<file path="config.mk">
export PLATFORM = sky130hd
export DESIGN_NAME = tdf_fields
export DESIGN_NICKNAME = d
export VERILOG_FILES = /design/src/pkg/tdf_pkg.sv /design/src/hw/tdf_fields.sv
export SDC_FILE = /design/constraint.sdc
export NUM_CORES = 1
export LEC_CHECK = 0
export ABC_CLOCK_PERIOD_IN_PS = 3500
export BUFFER_PORTS_ARGS = -buffer_cell sky130_fd_sc_hd__buf_4
export CORE_ASPECT_RATIO = 1.2
export CORE_UTILIZATION = 40
export DETAILED_ROUTE_END_ITERATION = 7
export PLACE_DENSITY = 0.61
export SLEW_MARGIN = 0
export SYNTH_ARGS = -nofsm -noshare
export SYNTH_HDL_FRONTEND = slang
export SYNTH_SLANG_ARGS = --single-unit
</file>
<file path="constraint.sdc">
create_clock -name clk_i -period 3.5 [get_ports clk_i]
set_input_delay 0.7 -clock clk_i [delete_from_list [all_inputs] [get_ports clk_i]]
set_output_delay 0.7 -clock clk_i [all_outputs]
set_load 0.05 [all_outputs]
</file>
<file path="src/pkg/tdf_pkg.sv">
// package for the transfer descriptor field block: offsets, layouts, reset values, carriers
package tdf_pkg;

	// word offsets on the wishbone slave (byte addresses, one aligned word each)
	localparam logic [4:0] OFF_ISO_TAIL = 5'h00; // isochronous tail word: count and valid
	localparam logic [4:0] OFF_INT_CTRL = 5'h04; // activation mask, frame, clear strobe
	localparam logic [4:0] OFF_INT_DW6 = 5'h08; // low half of interrupt dwords 7/6
	localparam logic [4:0] OFF_INT_DW7 = 5'h0c; // high half of interrupt dwords 7/6
	localparam logic [4:0] OFF_INT_DW4 = 5'h10; // low half of dwords 5/4: transaction status
	localparam logic [4:0] OFF_INT_DW5 = 5'h14; // high half of dwords 5/4: counts 2..0

	// isochronous tail word layout
	localparam int ISO_CNT_LSB = 3; // transfer byte count low bit
	localparam int ISO_CNT_MSB = 17; // transfer byte count high bit
	localparam int ISO_VALID_BIT = 0; // descriptor valid bit

	// interrupt control word layout
	localparam int CTRL_MASK_LSB = 0; // microframe activation mask, 8 bits
	localparam int CTRL_FRAME_LSB = 8; // descriptor frame number, 5 bits
	localparam int CTRL_CLEAR_BIT = 31; // write one to zero all counts and status

	// widths
	localparam int CNT_W = 12; // received byte count per microframe
	localparam int STS_W = 3; // transaction status per microframe
	localparam int XFER_W = 15; // transfer byte count, up to 32 kB less one byte
	localparam int FRAME_W = 5; // frame number compared against the engine's frame
	localparam int NUM_UF = 8; // microframes per frame

	// values after reset
	localparam logic [XFER_W-1:0] RST_XFER = 15'h0000;
	localparam logic RST_VALID = 1'b0;
	localparam logic [NUM_UF-1:0] RST_MASK = 8'h00;
	localparam logic [FRAME_W-1:0] RST_FRAME = 5'h00;
	localparam logic [CNT_W-1:0] RST_CNT = 12'h000;
	localparam logic [STS_W-1:0] RST_STS = 3'h0;

	// per-microframe result reported by the transaction engine
	typedef struct packed {
		logic valid; // one-cycle pulse: a result is offered
		logic [2:0] uframe; // microframe index 0..7
		logic [FRAME_W-1:0] frame; // frame number the result belongs to
		logic [CNT_W-1:0] count; // bytes received in that microframe
		logic [STS_W-1:0] status; // transaction status of that microframe
	} tdf_uf_result_t;

	// isochronous execution events from the engine
	typedef struct packed {
		logic done; // one-cycle pulse: whole descriptor executed
		logic fatal; // one-cycle pulse: fatal error during execution
	} tdf_iso_event_t;

endpackage : tdf_pkg

</file>
<file path="src/hw/tdf_fields.sv">
// descriptor field storage with a classic wishbone slave for software access
//
// Decided for this implementation: the Wishbone slave port and the register offsets.
`timescale 1ns/1ps

// Notes on behaviour
// - transfer byte count sits in bits 17..3
// - count is buffer depth, max 32 kB minus 1
// - clear valid after whole descriptor executes
// - clear valid on fatal execution error too
// - store count only if mask set, frame matches
// - microframe 7 count in dword 7 bits 63..52
// - microframe 6 count in bits 51..40
// - microframe 5 count split over 39..28
// - microframes 4 and 3 in 27..16, 15..4
// - microframe 2 high nibble in bits 3..0
// - microframe 2 low byte in dword 5 63..56
// - each microframe status, seven in 31..29
module tdf_fields (
	// clock and reset
	input wire logic clk_i,
	input wire logic rst_i,
	// wishbone classic slave
	input wire logic wb_cyc_i,
	input wire logic wb_stb_i,
	input wire logic wb_we_i,
	input wire logic [4:0] wb_adr_i,
	input wire logic [3:0] wb_sel_i,
	input wire logic [31:0] wb_dat_i,
	output logic [31:0] wb_dat_o,
	output logic wb_ack_o,
	// engine side
	input wire tdf_pkg::tdf_iso_event_t iso_evt_i,
	input wire tdf_pkg::tdf_uf_result_t uf_res_i,
	// descriptor state towards the engine
	output logic iso_valid_o,
	output logic [tdf_pkg::XFER_W-1:0] iso_byte_count_o,
	output logic [tdf_pkg::NUM_UF-1:0] uf_activation_mask_o,
	output logic [tdf_pkg::FRAME_W-1:0] uf_frame_o
);

	// all state of the block in one record
	typedef struct packed {
		logic [tdf_pkg::XFER_W-1:0] xfer; // transfer byte count
		logic valid; // descriptor valid bit
		logic [tdf_pkg::NUM_UF-1:0] mask; // microframe activation mask
		logic [tdf_pkg::FRAME_W-1:0] frame; // frame the descriptor is meant for
		logic [tdf_pkg::NUM_UF-1:0][tdf_pkg::CNT_W-1:0] cnt; // received counts
		logic [tdf_pkg::NUM_UF-1:0][tdf_pkg::STS_W-1:0] sts; // transaction status
		logic ack; // wishbone acknowledge
		logic [31:0] rdat; // registered read data
	} tdf_state_t;

	tdf_state_t st; // current state
	tdf_state_t next_st; // value for the next edge

	// bus decode terms
	logic bus_req; // a fresh request that has not been acknowledged yet
	logic bus_wr; // write that takes effect at this edge's ack
	logic uf_take; // engine result passes the mask and frame gate
	logic [63:0] int_dw76; // interrupt dwords 7 and 6 as one 64-bit word
	logic [63:0] int_dw54; // interrupt dwords 5 and 4 as one 64-bit word
	logic [31:0] iso_word; // isochronous tail word as read back
	logic [31:0] ctrl_word; // control word as read back
	logic [31:0] rd_mux; // read data selected by address

	// byte-lane merge so partial writes leave other lanes alone
	function automatic logic [31:0] lane_merge(input logic [31:0] old_w, input logic [31:0] new_w,
		input logic [3:0] sel);
		logic [31:0] res;
		res = old_w;
		for (int b = 0; b < 4; b++) begin
			if (sel[b]) begin
				res[b*8 +: 8] = new_w[b*8 +: 8];
			end
		end
		return res;
	endfunction

	// request is answered one cycle after it appears; ack drops the cycle after
	assign bus_req = wb_cyc_i && wb_stb_i && !st.ack;
	assign bus_wr = bus_req && wb_we_i;

	// a result only counts when its microframe is enabled and the frame agrees
	assign uf_take = uf_res_i.valid && st.mask[uf_res_i.uframe]
		&& (uf_res_i.frame == st.frame);

	// packing of the interrupt count fields: 12+12+12+12+12+4 bits fill dwords 7/6
	assign int_dw76 = {st.cnt[7],
		st.cnt[6],
		st.cnt[5],
		st.cnt[4], st.cnt[3],
		st.cnt[2][11:8]};

	// dwords 5/4: low byte of microframe 2, counts 1 and 0, then eight status fields
	assign int_dw54 = {st.cnt[2][7:0],
		st.cnt[1], st.cnt[0],
		st.sts[7], st.sts[6], st.sts[5], st.sts[4],
		st.sts[3], st.sts[2], st.sts[1], st.sts[0], 8'h00};

	// field bounds as local constants so part-selects stay static
	localparam int ISO_CNT_MSB_L = tdf_pkg::ISO_CNT_MSB;
	localparam int ISO_CNT_LSB_L = tdf_pkg::ISO_CNT_LSB;

	// read-back views of the software words; reserved bits read as zero
	always_comb begin
		iso_word = 32'h0000_0000;
		iso_word[ISO_CNT_MSB_L:ISO_CNT_LSB_L] = st.xfer;
		iso_word[tdf_pkg::ISO_VALID_BIT] = st.valid;
		ctrl_word = 32'h0000_0000;
		ctrl_word[tdf_pkg::CTRL_MASK_LSB +: tdf_pkg::NUM_UF] = st.mask;
		ctrl_word[tdf_pkg::CTRL_FRAME_LSB +: tdf_pkg::FRAME_W] = st.frame;
	end

	// address decode for reads; unmapped words answer with zero
	always_comb begin
		unique case (wb_adr_i)
			tdf_pkg::OFF_ISO_TAIL: rd_mux = iso_word;
			tdf_pkg::OFF_INT_CTRL: rd_mux = ctrl_word;
			tdf_pkg::OFF_INT_DW6: rd_mux = int_dw76[31:0];
			tdf_pkg::OFF_INT_DW7: rd_mux = int_dw76[63:32];
			tdf_pkg::OFF_INT_DW4: rd_mux = int_dw54[31:0];
			tdf_pkg::OFF_INT_DW5: rd_mux = int_dw54[63:32];
			default: rd_mux = 32'h0000_0000;
		endcase
	end

	// next-state logic for the whole block
	always_comb begin
		logic [31:0] merged;
		merged = 32'h0000_0000;
		next_st = st;
		// acknowledge is a single-cycle pulse per request
		next_st.ack = bus_req;
		next_st.rdat = bus_req ? rd_mux : st.rdat;

		// hardware clears valid when the descriptor retires or hits a fatal error
		if (iso_evt_i.done) begin
			next_st.valid = 1'b0;
		end
		if (iso_evt_i.fatal) begin
			next_st.valid = 1'b0;
		end

		// software writes follow the hardware clears, so a new activation beats a
		// same-cycle retire, but only when the write really carries the valid lane
		if (bus_wr) begin
			unique case (wb_adr_i)
				tdf_pkg::OFF_ISO_TAIL: begin
					merged = lane_merge(iso_word, wb_dat_i, wb_sel_i);
					// 15 bits cannot exceed 32 kB less one byte
					next_st.xfer = merged[ISO_CNT_MSB_L:ISO_CNT_LSB_L];
					// without lane 0 the merged bit is just the old valid, which would
					// undo a hardware clear landing in this very cycle
					if (wb_sel_i[0]) begin
						next_st.valid = merged[tdf_pkg::ISO_VALID_BIT];
					end
				end
				tdf_pkg::OFF_INT_CTRL: begin
					merged = lane_merge(ctrl_word, wb_dat_i, wb_sel_i);
					next_st.mask = merged[tdf_pkg::CTRL_MASK_LSB +: tdf_pkg::NUM_UF];
					next_st.frame = merged[tdf_pkg::CTRL_FRAME_LSB +: tdf_pkg::FRAME_W];
					// clear strobe zeroes all counts and status; a same-cycle result still lands
					if (wb_sel_i[3] && wb_dat_i[tdf_pkg::CTRL_CLEAR_BIT]) begin
						for (int u = 0; u < tdf_pkg::NUM_UF; u++) begin
							next_st.cnt[u] = tdf_pkg::RST_CNT;
							next_st.sts[u] = tdf_pkg::RST_STS;
						end
					end
				end
				default: begin
					// result words are read-only; other offsets ignore writes
					merged = 32'h0000_0000;
				end
			endcase
		end

		// engine results go last: a count reported while software clears would
		// otherwise be lost, and the engine never repeats a microframe's result
		if (uf_take) begin
			next_st.cnt[uf_res_i.uframe] = uf_res_i.count;
			next_st.sts[uf_res_i.uframe] = uf_res_i.status;
		end // a rejected result falls through untouched
	end

	// state register with synchronous reset
	always_ff @(posedge clk_i) begin
		if (rst_i) begin
			st.xfer <= tdf_pkg::RST_XFER;
			st.valid <= tdf_pkg::RST_VALID;
			st.mask <= tdf_pkg::RST_MASK;
			st.frame <= tdf_pkg::RST_FRAME;
			for (int u = 0; u < tdf_pkg::NUM_UF; u++) begin
				st.cnt[u] <= tdf_pkg::RST_CNT;
				st.sts[u] <= tdf_pkg::RST_STS;
			end
			st.ack <= 1'b0;
			st.rdat <= 32'h0000_0000;
		end else begin
			st <= next_st;
		end
	end

	// outputs straight from flip-flops
	assign wb_ack_o = st.ack;
	assign wb_dat_o = st.rdat;
	assign iso_valid_o = st.valid;
	assign iso_byte_count_o = st.xfer;
	assign uf_activation_mask_o = st.mask;
	assign uf_frame_o = st.frame;

	// helper: a write to the tail word that touches the low byte
	logic iso_wr_lo;
	assign iso_wr_lo = bus_wr && (wb_adr_i == tdf_pkg::OFF_ISO_TAIL) && wb_sel_i[0];

	// helper: a read of a given word being answered
	logic rd_dw7, rd_dw6, rd_dw5, rd_dw4;
	assign rd_dw7 = bus_req && !wb_we_i && (wb_adr_i == tdf_pkg::OFF_INT_DW7);
	assign rd_dw6 = bus_req && !wb_we_i && (wb_adr_i == tdf_pkg::OFF_INT_DW6);
	assign rd_dw5 = bus_req && !wb_we_i && (wb_adr_i == tdf_pkg::OFF_INT_DW5);
	assign rd_dw4 = bus_req && !wb_we_i && (wb_adr_i == tdf_pkg::OFF_INT_DW4);

	// helper: control word writes, and the clear strobe among them
	logic ctrl_wr;
	logic ctrl_clr;
	assign ctrl_wr = bus_wr && (wb_adr_i == tdf_pkg::OFF_INT_CTRL);
	assign ctrl_clr = ctrl_wr && wb_sel_i[3] && wb_dat_i[tdf_pkg::CTRL_CLEAR_BIT];
endmodule // tdf_fields

</file>
==> results of run 1 <==
[final cells by class]
cell class | count | area [sq um]
repair buffers | 133 | 1020
inverters | 1 | 3.75
flip-flops and latches | 182 | 3640
multi-input cells | 544 | 3890
fillers | 1784 | 9600
clock inverters | 14 | 141
clock buffers | 18 | 439
well taps | 256 | 320
[power by group through the flow]
stage	clock network, uW	registers [uW]	logic [uW]
after floorplan	0	2140	119
after global placement	0	2120	250
after detailed placement	0	2120	249
after CTS	1930	2080	249
after global routing	2000	2080	264
final	1900	2080	248
[Yosys cell counts (2+ instances only)]
library cell | count | area [sq um]
buf_1 | 16 | 60.1
and4_1 | 3 | 26.3
nand2_1 | 128 | 480
nand3_1 | 2 | 10.0
buf_2 | 24 | 120
o2bb2ai_1 | 15 | 131
a22oi_1 | 15 | 113
nor2_1 | 64 | 240
nor3_2 | 2 | 20.0
a21oi_1 | 33 | 165
mux2_2 | 11 | 124
and2_1 | 2 | 12.5
a221oi_1 | 12 | 105
nand4_1 | 3 | 18.8
xnor2_1 | 5 | 43.8
mux2i_1 | 178 | 1780
nand2b_1 | 17 | 106
clkbuf_1 | 24 | 90.1
a211oi_1 | 18 | 135
buf_6 | 6 | 67.6
o22ai_1 | 5 | 31.3
nand4b_1 | 2 | 17.5
dfxtp_1 | 182 | 3640
nand3b_1 | 2 | 15.0
or4_1 | 2 | 15.0
or3_2 | 5 | 37.5
buf_4 | 2 | 15.0
or4b_1 | 2 | 20.0
mux4_2 | 3 | 67.6
[per-layer routing]
| metal | track usage | part of all wire | vias to the layer above |
|---|---|---|---|
| met5 | 0 | 0 | - |
| met4 | 0.0648 | 0.012 | 0 |
| li1 | - | - | 2944 |
| met3 | 0.0405 | 0.049 | 22 |
| met1 | 0.295 | 0.46 | 2919 |
| met2 | 0.370 | 0.48 | 166 |
[cells by family (layout without fill, tap and decap cells)]
logic type	count (synthesis)	in the layout	share of synthesized area
simple gates	246	246	0.144
mux	192	192	0.251
flops	182	182	0.463
compound gates	101	101	0.0895
buf+inv	74	166	0.0478
xor+xnor	5	5	0.00556
[flip-flops by register name (all words and copies together), names as in the netlist]
name                  cells
wb_ack_o                  1
int_dw76                 64
wb_dat_o                 32
int_dw54                 56
uf_activation_mask_o      8
iso_valid_o               1
iso_byte_count_o         15
uf_frame_o                5
[stage by stage]
| step | power (uW) | hold slack [ns] | setup slack, ns | instance area, sq um | util |
|---|---|---|---|---|---|
| detailed placement | 2370 | 0.446 | 0.943 | 8880 | 0.466 |
| floorplan | 2260 | 0.431 | 1.35 | 7880 | - |
| finish | 4220 | 0.456 | 1.37 | 9460 | 0.496 |
| global route | 4340 | 0.470 | 1.27 | 9460 | 0.496 |
| global placement | 2370 | 0.440 | 0.975 | 8880 | 0.466 |
| CTS | 4250 | 0.458 | 1.35 | 9460 | 0.496 |
[placed cells by master, fill, tap and decap left out, types with 4 or more instances in the layout]
cell type and n:
or3_2 5, nand2b_1 17, o22ai_1 5, o2bb2ai_1 15, mux2_2 11, inv_6 4, xnor2_1 5, dfxtp_1 182
nor2_1 64, a22oi_1 15, a221oi_1 12, a211oi_1 18, a21oi_1 33, nand2_1 128, clkbuf_16 17, mux2i_1 178
buf_4 131
[path summary, 6_finish.rpt]
path / slack [ns] / endpoint / start / cells past startpoint
worst max-delay path: 1.37 / int_dw54[23] / uf_frame_o[3] / 4
worst min-delay path: 0.46 / int_dw76[20] / int_dw76[20] / 2
worst max register to register: 1.37 / int_dw54[23] / uf_frame_o[3] / 4
worst min register to register: 0.46 / int_dw76[20] / int_dw76[20] / 2
[worst max-delay path, cell delays in order, from the launching register on]
cell and delay [ns]:
dfxtp_1 0.42, xnor2_1 0.16, nand4_2 0.30, or3_2 0.88
mux2i_1 0.21
==> flow_metrics.tcl, run 1 <==
set metrics [dict create \
    status "finished clean" \
    cts_resized 0 \
    syn_area_sq_mm 0.00788 \
    die_height_microns 156 \
    grt_use_total 0.224 \
    n_antenna_cell 0 \
    fin_crit_sh 0.609 \
    min_path_type "reg -> reg" \
    cp-start-kind "flip-flop" \
    power.clock.fraction 0.449 \
    ys_warn_count 0 \
    seq_area_frac_synth 0.463 \
    cap_violations 0 \
    seq_power_share 0.492 \
    place_congestion 0.829 \
    first_pass_iters 5 \
    powerDensity_mw_per_mm2 446 \
    rsz0062_at_grt "no" \
    setup_violations 0 \
    remaining_drc_errors 0 \
    slew_headroom 0.534 \
    worst_setup_path_end_kind "flip-flop" \
    grt_max_degree 121 \
    finalCriticalPeriod_ns 2.13 \
    cts.path.max_buffers 2 \
    fin_nets 951 \
    clk_latency_ns 0.44 \
    post-cts-setup-buffers 0 \
    cp_max_fo 15 \
    drtAntennaViolNets 0 \
    clock_skew_ns 0.00864 \
    tightest_slew_ns 0.696 \
    hold_buffers 0 \
    leakage_uw 0.00412 \
    cts_max_level 4 \
    clock_sinks 182 \
    placed_cells 1116 \
    syn_to_final_growth_pct 20.1 \
    crit_required_ns 3.80 \
    row_count 55 \
    final_cells 1148 \
    switching_share 0.247 \
    cts_tree "built" \
    synthFlopType "dfxtp_1" \
    switchingPower_uw 1040 \
    ys_ff_latch 182 \
    dpl.hpwl_microns 14600 \
    grt_pass1_vias 5810 \
    ios 134 \
    wirelength_microns 22100 \
    vias 6051 \
    grt_pass1_wl_microns 33700 \
    synthCells 800 \
    start_util 0.413 \
    core_sq_mm 0.0191 \
    cts_made_buffers 17 \
    cp_data_arrival_time_ns 2.43 \
    antenna_found_initial 0 \
    crit_type "reg -> reg" \
    max_freq_ghz 0.469 \
    port_buffers 120 \
    drive_above_1_share 0.216 \
    combPwrFrac 0.059 \
    synth_edf_count 0 \
    vias_per_cell 5.27 \
    intPower_uw 3180 \
    die-area_sq_mm 0.0203 \
    avgRoutedWirePerCell_microns 19.3 \
    slew_violations 0 \
    hold_viol 0 \
    synth_async_sr_flop_share 0 \
    tns_ns 0 \
    synth.avg_cell_area_sq_um 9.84 \
    irDropWorstVdd_v 0.000377 \
    synth_cell_types 46 \
    clkTransAtPathRegs_ns 0.07 \
    drt_iter0_markers 474 \
    root_buffer "clkbuf_16" \
    syn-num-nets 872 \
    grt_overflow 0 \
    dieWidth_microns 130 \
]
No activity file was read; power rests on OpenSTA's default activity.
==> run 2, diff against run 1 <==
- ABC_CLOCK_PERIOD_IN_PS: 3500 -> 1800
- PLACE_DENSITY: 0.61 -> 0.63
- clock period: 3.5 -> 1.8 ns (I/O delays scaled with it)
==> run 2 against run 1 <==
Against the previous run: worst hold slack lost 0.29 ns; setup slack worse by 1.3 ns; clock skew up 0.0030 ns; non-clock buffer count rose by 49; largest cell class unchanged.
==> flow_metrics.tcl, run 2 (synthesis gave the netlist of run 1 again) <==
set metrics [dict create \
    row_count 55 \
    tightest_slew_ns 0.525 \
    cp_max_fo 15 \
    port_buffers 120 \
    crit_type "reg -> reg" \
    die-area_sq_mm 0.0203 \
    antenna_found_initial 0 \
    drive_above_1_share 0.269 \
    avgRoutedWirePerCell_microns 19.3 \
    ios 134 \
    power.clock.fraction 0.451 \
    cts.path.max_buffers 2 \
    whs_ns 0.163 \
    core_sq_mm 0.0191 \
    leakage_uw 0.00449 \
    r2r_start "uf_frame_o[0]" \
    total_power_uw 8370 \
    post_dp_cell_area_sq_mm 0.00948 \
    irDropWorstVdd_v 0.000657 \
    fin_crit_sh 0.969 \
    rsz0062_at_grt "yes" \
    worst_path_max_delay_cell "or3_2" \
    reg2reg_depth 5 \
    post-route-util 0.533 \
    largest_reg_flops 64 \
    slew_headroom 0.650 \
    grt_pass1_wl_microns 34700 \
    first_pass_iters 5 \
    powerDensity_mw_per_mm2 824 \
    grt_use_total 0.231 \
    finalCriticalPeriod_ns 1.74 \
    grt_pass1_vias 6121 \
    layout_commonest_cell "mux2i_1" \
    vias_per_cell 5.30 \
    r2r_slack_ns 0.06 \
    combPwrFrac 0.068 \
    root_buffer "clkbuf_16" \
    clock_skew_ns 0.0116 \
    hold_end "uf_activation_mask_o[1]" \
    hold_buffers 0 \
    hold_depth 3 \
    n_antenna_cell 0 \
    clk_latency_ns 0.44 \
    r2r-end "int_dw54[26]" \
    syn_to_final_growth_pct 29.0 \
    wirelength_microns 23000 \
    slew_violations 0 \
    cp-start-kind "flip-flop" \
    worstPathCellList "xnor2_4 > nand4_4 > or3_2 > buf_12 > mux2i_1" \
    start_util 0.413 \
    setup_violations 0 \
    finalInstanceArea_sq_mm 0.0102 \
    status "finished clean" \
    grt_max_degree 78 \
    seq_power_share 0.481 \
    cts_max_level 4 \
    drtAntennaViolNets 0 \
    max_freq_ghz 0.573 \
    min_from "wb_dat_i[1]" \
    crit_required_ns 2.09 \
    cts_made_buffers 17 \
    drt_iter0_markers 334 \
    cap_violations 0 \
    die_height_microns 156 \
    clkTransAtPathRegs_ns 0.07 \
    dieWidth_microns 130 \
    clock_sinks 182 \
    switchingPower_uw 2040 \
    grt_overflow 0 \
    fin_nets 1000 \
    remaining_drc_errors 0 \
    dpl.hpwl_microns 15700 \
    cp_data_arrival_time_ns 2.04 \
    cts_tree "built" \
    tns_ns 0 \
    min_path_type "in -> reg" \
    intPower_uw 6340 \
    switching_share 0.243 \
    critical-path-max-stage-delay_ns 0.56 \
    final_cell_mix "mux2i_1, dfxtp_1, buf_4" \
    hold_viol 0 \
    vias 6344 \
    place_congestion 0.820 \
    worst_setup_path_end_kind "flip-flop" \
]
## run 2: cell count changes in the layout (fill, tap and decap cells not counted), moves of 2 or more
| cell | previous run | this run |
|---|---|---|
| xnor2_4 | 0 | 2 |
| xnor2_1 | 5 | 0 |
| buf_12 | 2 | 18 |
| dfxtp_4 | 0 | 6 |
| clkinvlp_4 | 3 | 1 |
| inv_6 | 4 | 6 |
| xnor2_2 | 0 | 3 |
| buf_4 | 131 | 162 |
| dfxtp_1 | 182 | 176 |
## run 2: worst max-delay path: cells and delay by family (launching register included)
family	cells	cell delay (ns)
simple gates	2	0.75
flops	1	0.37
buf+inv	1	0.19
xor+xnor	1	0.15
mux	1	0.13
## run 2: how the worst max path moves through the flow
| stage | from | endpoint | slack, ns | cells after the start |
|---|---|---|---|---|
| 5_1_grt | uf_frame_o[0] | int_dw76[1] | -0.03 | 7 |
| 6_report | uf_frame_o[0] | int_dw54[26] | 0.06 | 5 |
| 2_1_floorplan | wb_adr_i[3] | wb_dat_o[23] | -0.001 | 6 |
| 3_3_place_gp | uf_res_i[16] | int_dw54[18] | -0.09 | 6 |
| 4_1_cts | uf_frame_o[0] | int_dw76[1] | -0.01 | 6 |
| 3_5_place_dp | uf_res_i[19] | int_dw76[1] | -0.12 | 7 |
## run 2: power by group through the flow
stage	combinational, uW	sequential (uW)	clock (uW)
finish	567	4030	3780
global route	597	4030	3990
CTS	558	4030	3810
detailed placement	556	4120	0
global placement	556	4120	0
floorplan	235	4150	0
## run 2: what timing repair did
action | in CTS | in global routing
setup buffers | 0 | 2
pin swaps | 0 | 4
setup endpoints to repair | 12 | 102
resized for setup | 1 | 7
gates cloned | 0 | 1
## run 2: layer usage
metal	wire (microns)	GRT usage	vias up	share of wire
li1	-	-	3059	-
met2	11300	0.388	169	0.49
met1	10300	0.300	3086	0.45
met3	1160	0.0391	30	0.050
met5	0	0	-	0
met4	367	0.0703	0	0.016
## run 2: final cells by class
class / count / area, sq um
timing repair buffer: 182 / 1610
clock buffer: 17 / 425
inverter: 1 / 3.75
clock inverter: 15 / 166
tap: 256 / 320
multi-input combinational: 544 / 3970
sequential: 182 / 3670
fill: 1733 / 8900
## run 2: through the flow
stage                     cells  worst slack [ns]
final                      1197            0.0551
after floorplan             800          -0.00121
after detailed placement   1162            -0.117
after global routing       1197           -0.0323
after global placement     1162           -0.0934
after CTS                  1194           -0.0145
==> run 3, diff against run 2 <==
- CORE_UTILIZATION: 40 -> 51
- GPL_TIMING_DRIVEN: not set -> 0
- PLACE_DENSITY: 0.63 -> 0.77
==> run 3 against run 2 <==
Against the previous run: sequential cell count unchanged; clock skew shrank 0.0058 ns; die area down 21%; cell count is 2.1% lower; worst hold slack got worse by 0.0037 ns; the run now ends with negative setup slack left; power fell by 0.45%; clock-buffer cell count grew 4; via count rose by 5.2%; non-clock buffer count increased by 27.
==> flow_metrics.tcl, run 3 (synthesis gave the netlist of run 1 again) <==
set metrics [dict create \
    tightest_slew_ns 0.710 \
    clock_sinks 182 \
    worst_setup_path_end_kind "flip-flop" \
    vias 6671 \
    cts_tree "built" \
    syn_to_final_growth_pct 26.8 \
    ios 134 \
    die-area_sq_mm 0.0159 \
    total_power_uw 8340 \
    grt_use_total 0.300 \
    port_buffers 118 \
    fin_nets 1027 \
    row_count 49 \
    remaining_drc_errors 0 \
    clkTransAtPathRegs_ns 0.07 \
    drive_above_1_share 0.257 \
    max_freq_ghz 0.544 \
    min_from "wb_dat_i[1]" \
    dieWidth_microns 115 \
    setup_violations 29 \
    grt_max_degree 17 \
    vias_per_cell 5.69 \
    fin_crit_sh 1.02 \
    grt_pass1_wl_microns 35400 \
    slew_headroom 0.527 \
    drt_iter0_markers 606 \
    largest_reg_flops 64 \
    core_sq_mm 0.0150 \
    setup_ws_ns -0.0386 \
    powerDensity_mw_per_mm2 835 \
    finalCriticalPeriod_ns 1.84 \
    path_buf_inv 2 \
    n_fill_cell 1202 \
    hold_buffers 0 \
    crit_required_ns 2.09 \
    crit_type "reg -> reg" \
    die_height_microns 138 \
    violations "negative setup slack" \
    n_antenna_cell 0 \
    startpoint "uf_frame_o[3]" \
    clk_latency_ns 0.43 \
    critical_path.top_delay_family "simple AND/OR/NAND/NOR gates" \
    grt_overflow 0 \
    avgRoutedWirePerCell_microns 20.4 \
    multiInputGateArea_sq_mm 0.00398 \
    leakage_uw 0.00443 \
    status "finished, violations left" \
    final_cell_mix "mux2i_1, dfxtp_1, buf_4" \
    slew_violations 0 \
    drtAntennaViolNets 0 \
    placed_cells 1122 \
    hold_viol 0 \
    root_buffer "clkbuf_16" \
    wirelength_microns 23900 \
    ff_latch_area_sq_mm 0.00367 \
    cp-start-kind "flip-flop" \
    cp_data_arrival_time_ns 2.13 \
    dpl.hpwl_microns 16700 \
    irDropWorstVdd_v 0.000663 \
    cts_made_buffers 17 \
    worstPathCellList "xnor2_4 > nand4_4 > buf_6 > or4_4 > buf_12 > mux2i_1" \
    first_pass_iters 8 \
    cts.path.max_buffers 2 \
    place_ws_ns -0.585 \
    place_congestion 0.868 \
    grt_pass1_vias 6275 \
    antenna_found_initial 0 \
    critical-path-max-stage-delay_ns 0.49 \
    cts_max_level 4 \
    worst_path_max_delay_cell "or4_4" \
    min_path_type "in -> reg" \
    start_util 0.524 \
    cp_max_fo 10 \
    clock_skew_ns 0.00580 \
    post-route-util 0.665 \
    rsz0062_at_grt "yes" \
    cap_violations 0 \
    layout_commonest_cell "mux2i_1" \
    final_cells 1172 \
    r2r_start "uf_frame_o[3]" \
]
[run 3: cell types whose count changed in the layout (fill, tap and decap cells not counted), sizes merged]
cell / delta
clkbuf: +26
buf: +5
inv: -5
clkinvlp: +1
[run 3: final timing paths]
path / slack, ns / to / cells after the start
worst max register to register: -0.04 / int_dw76[9] / 6
worst min register to register: 0.46 / int_dw54[8] / 2
worst min-delay path: 0.16 / uf_activation_mask_o[1] / 3
worst max-delay path: -0.04 / int_dw76[9] / 6
[run 3: what timing repair did]
action / in CTS / in global routing
buffers inserted: 7 / 16
gates cloned: 0 / 1
endpoints found under the setup margin: 160 / 139
pin swaps: 5 / 7
resized for setup: 28 / 23
[run 3: final cells by class]
| type | count | area share |
|---|---|---|
| Clock buffer | 21 | 0.0471 |
| Clock inverter | 11 | 0.0123 |
| Timing Repair Buffer | 142 | 0.109 |
| Tap cell | 204 | 0.0256 |
| Sequential cell | 182 | 0.367 |
| Multi-Input combinational cell | 544 | 0.398 |
| Inverter | 1 | 0.000376 |
| Buffer | 67 | 0.0401 |
[run 3: stage by stage]
step | instance area [sq um] | TNS (ns) | hold WS (ns)
global placement | 9070 | -61.46 | 0.442
finish | 9990 | -0.700 | 0.159
floorplan | 7930 | -0.00785 | 0.431
CTS | 9820 | -1.23 | 0.158
global route | 9990 | -2.62 | 0.164
detailed placement | 9070 | -66.05 | 0.449
[run 3: routing by layer]
| layer | global-route usage | vias to the layer above | share of wire |
|---|---|---|---|
| li1 | - | 3106 | - |
| met1 | 0.398 | 3220 | 0.43 |
| met2 | 0.494 | 300 | 0.49 |
| met3 | 0.0443 | 45 | 0.064 |
| met4 | 0.102 | 0 | 0.022 |
| met5 | 0 | - | 0 |
[run 3: tightest hold or removal path: stages]
cell and delay, ns:
buf_4 0.08, mux2i_1 0.05, nor2_1 0.07
[run 3: where the power goes]
group / switching [uW] / internal, uW
Sequential: 5.70 / 4030
Combinational: 351 / 201
Clock: 1590 / 2160
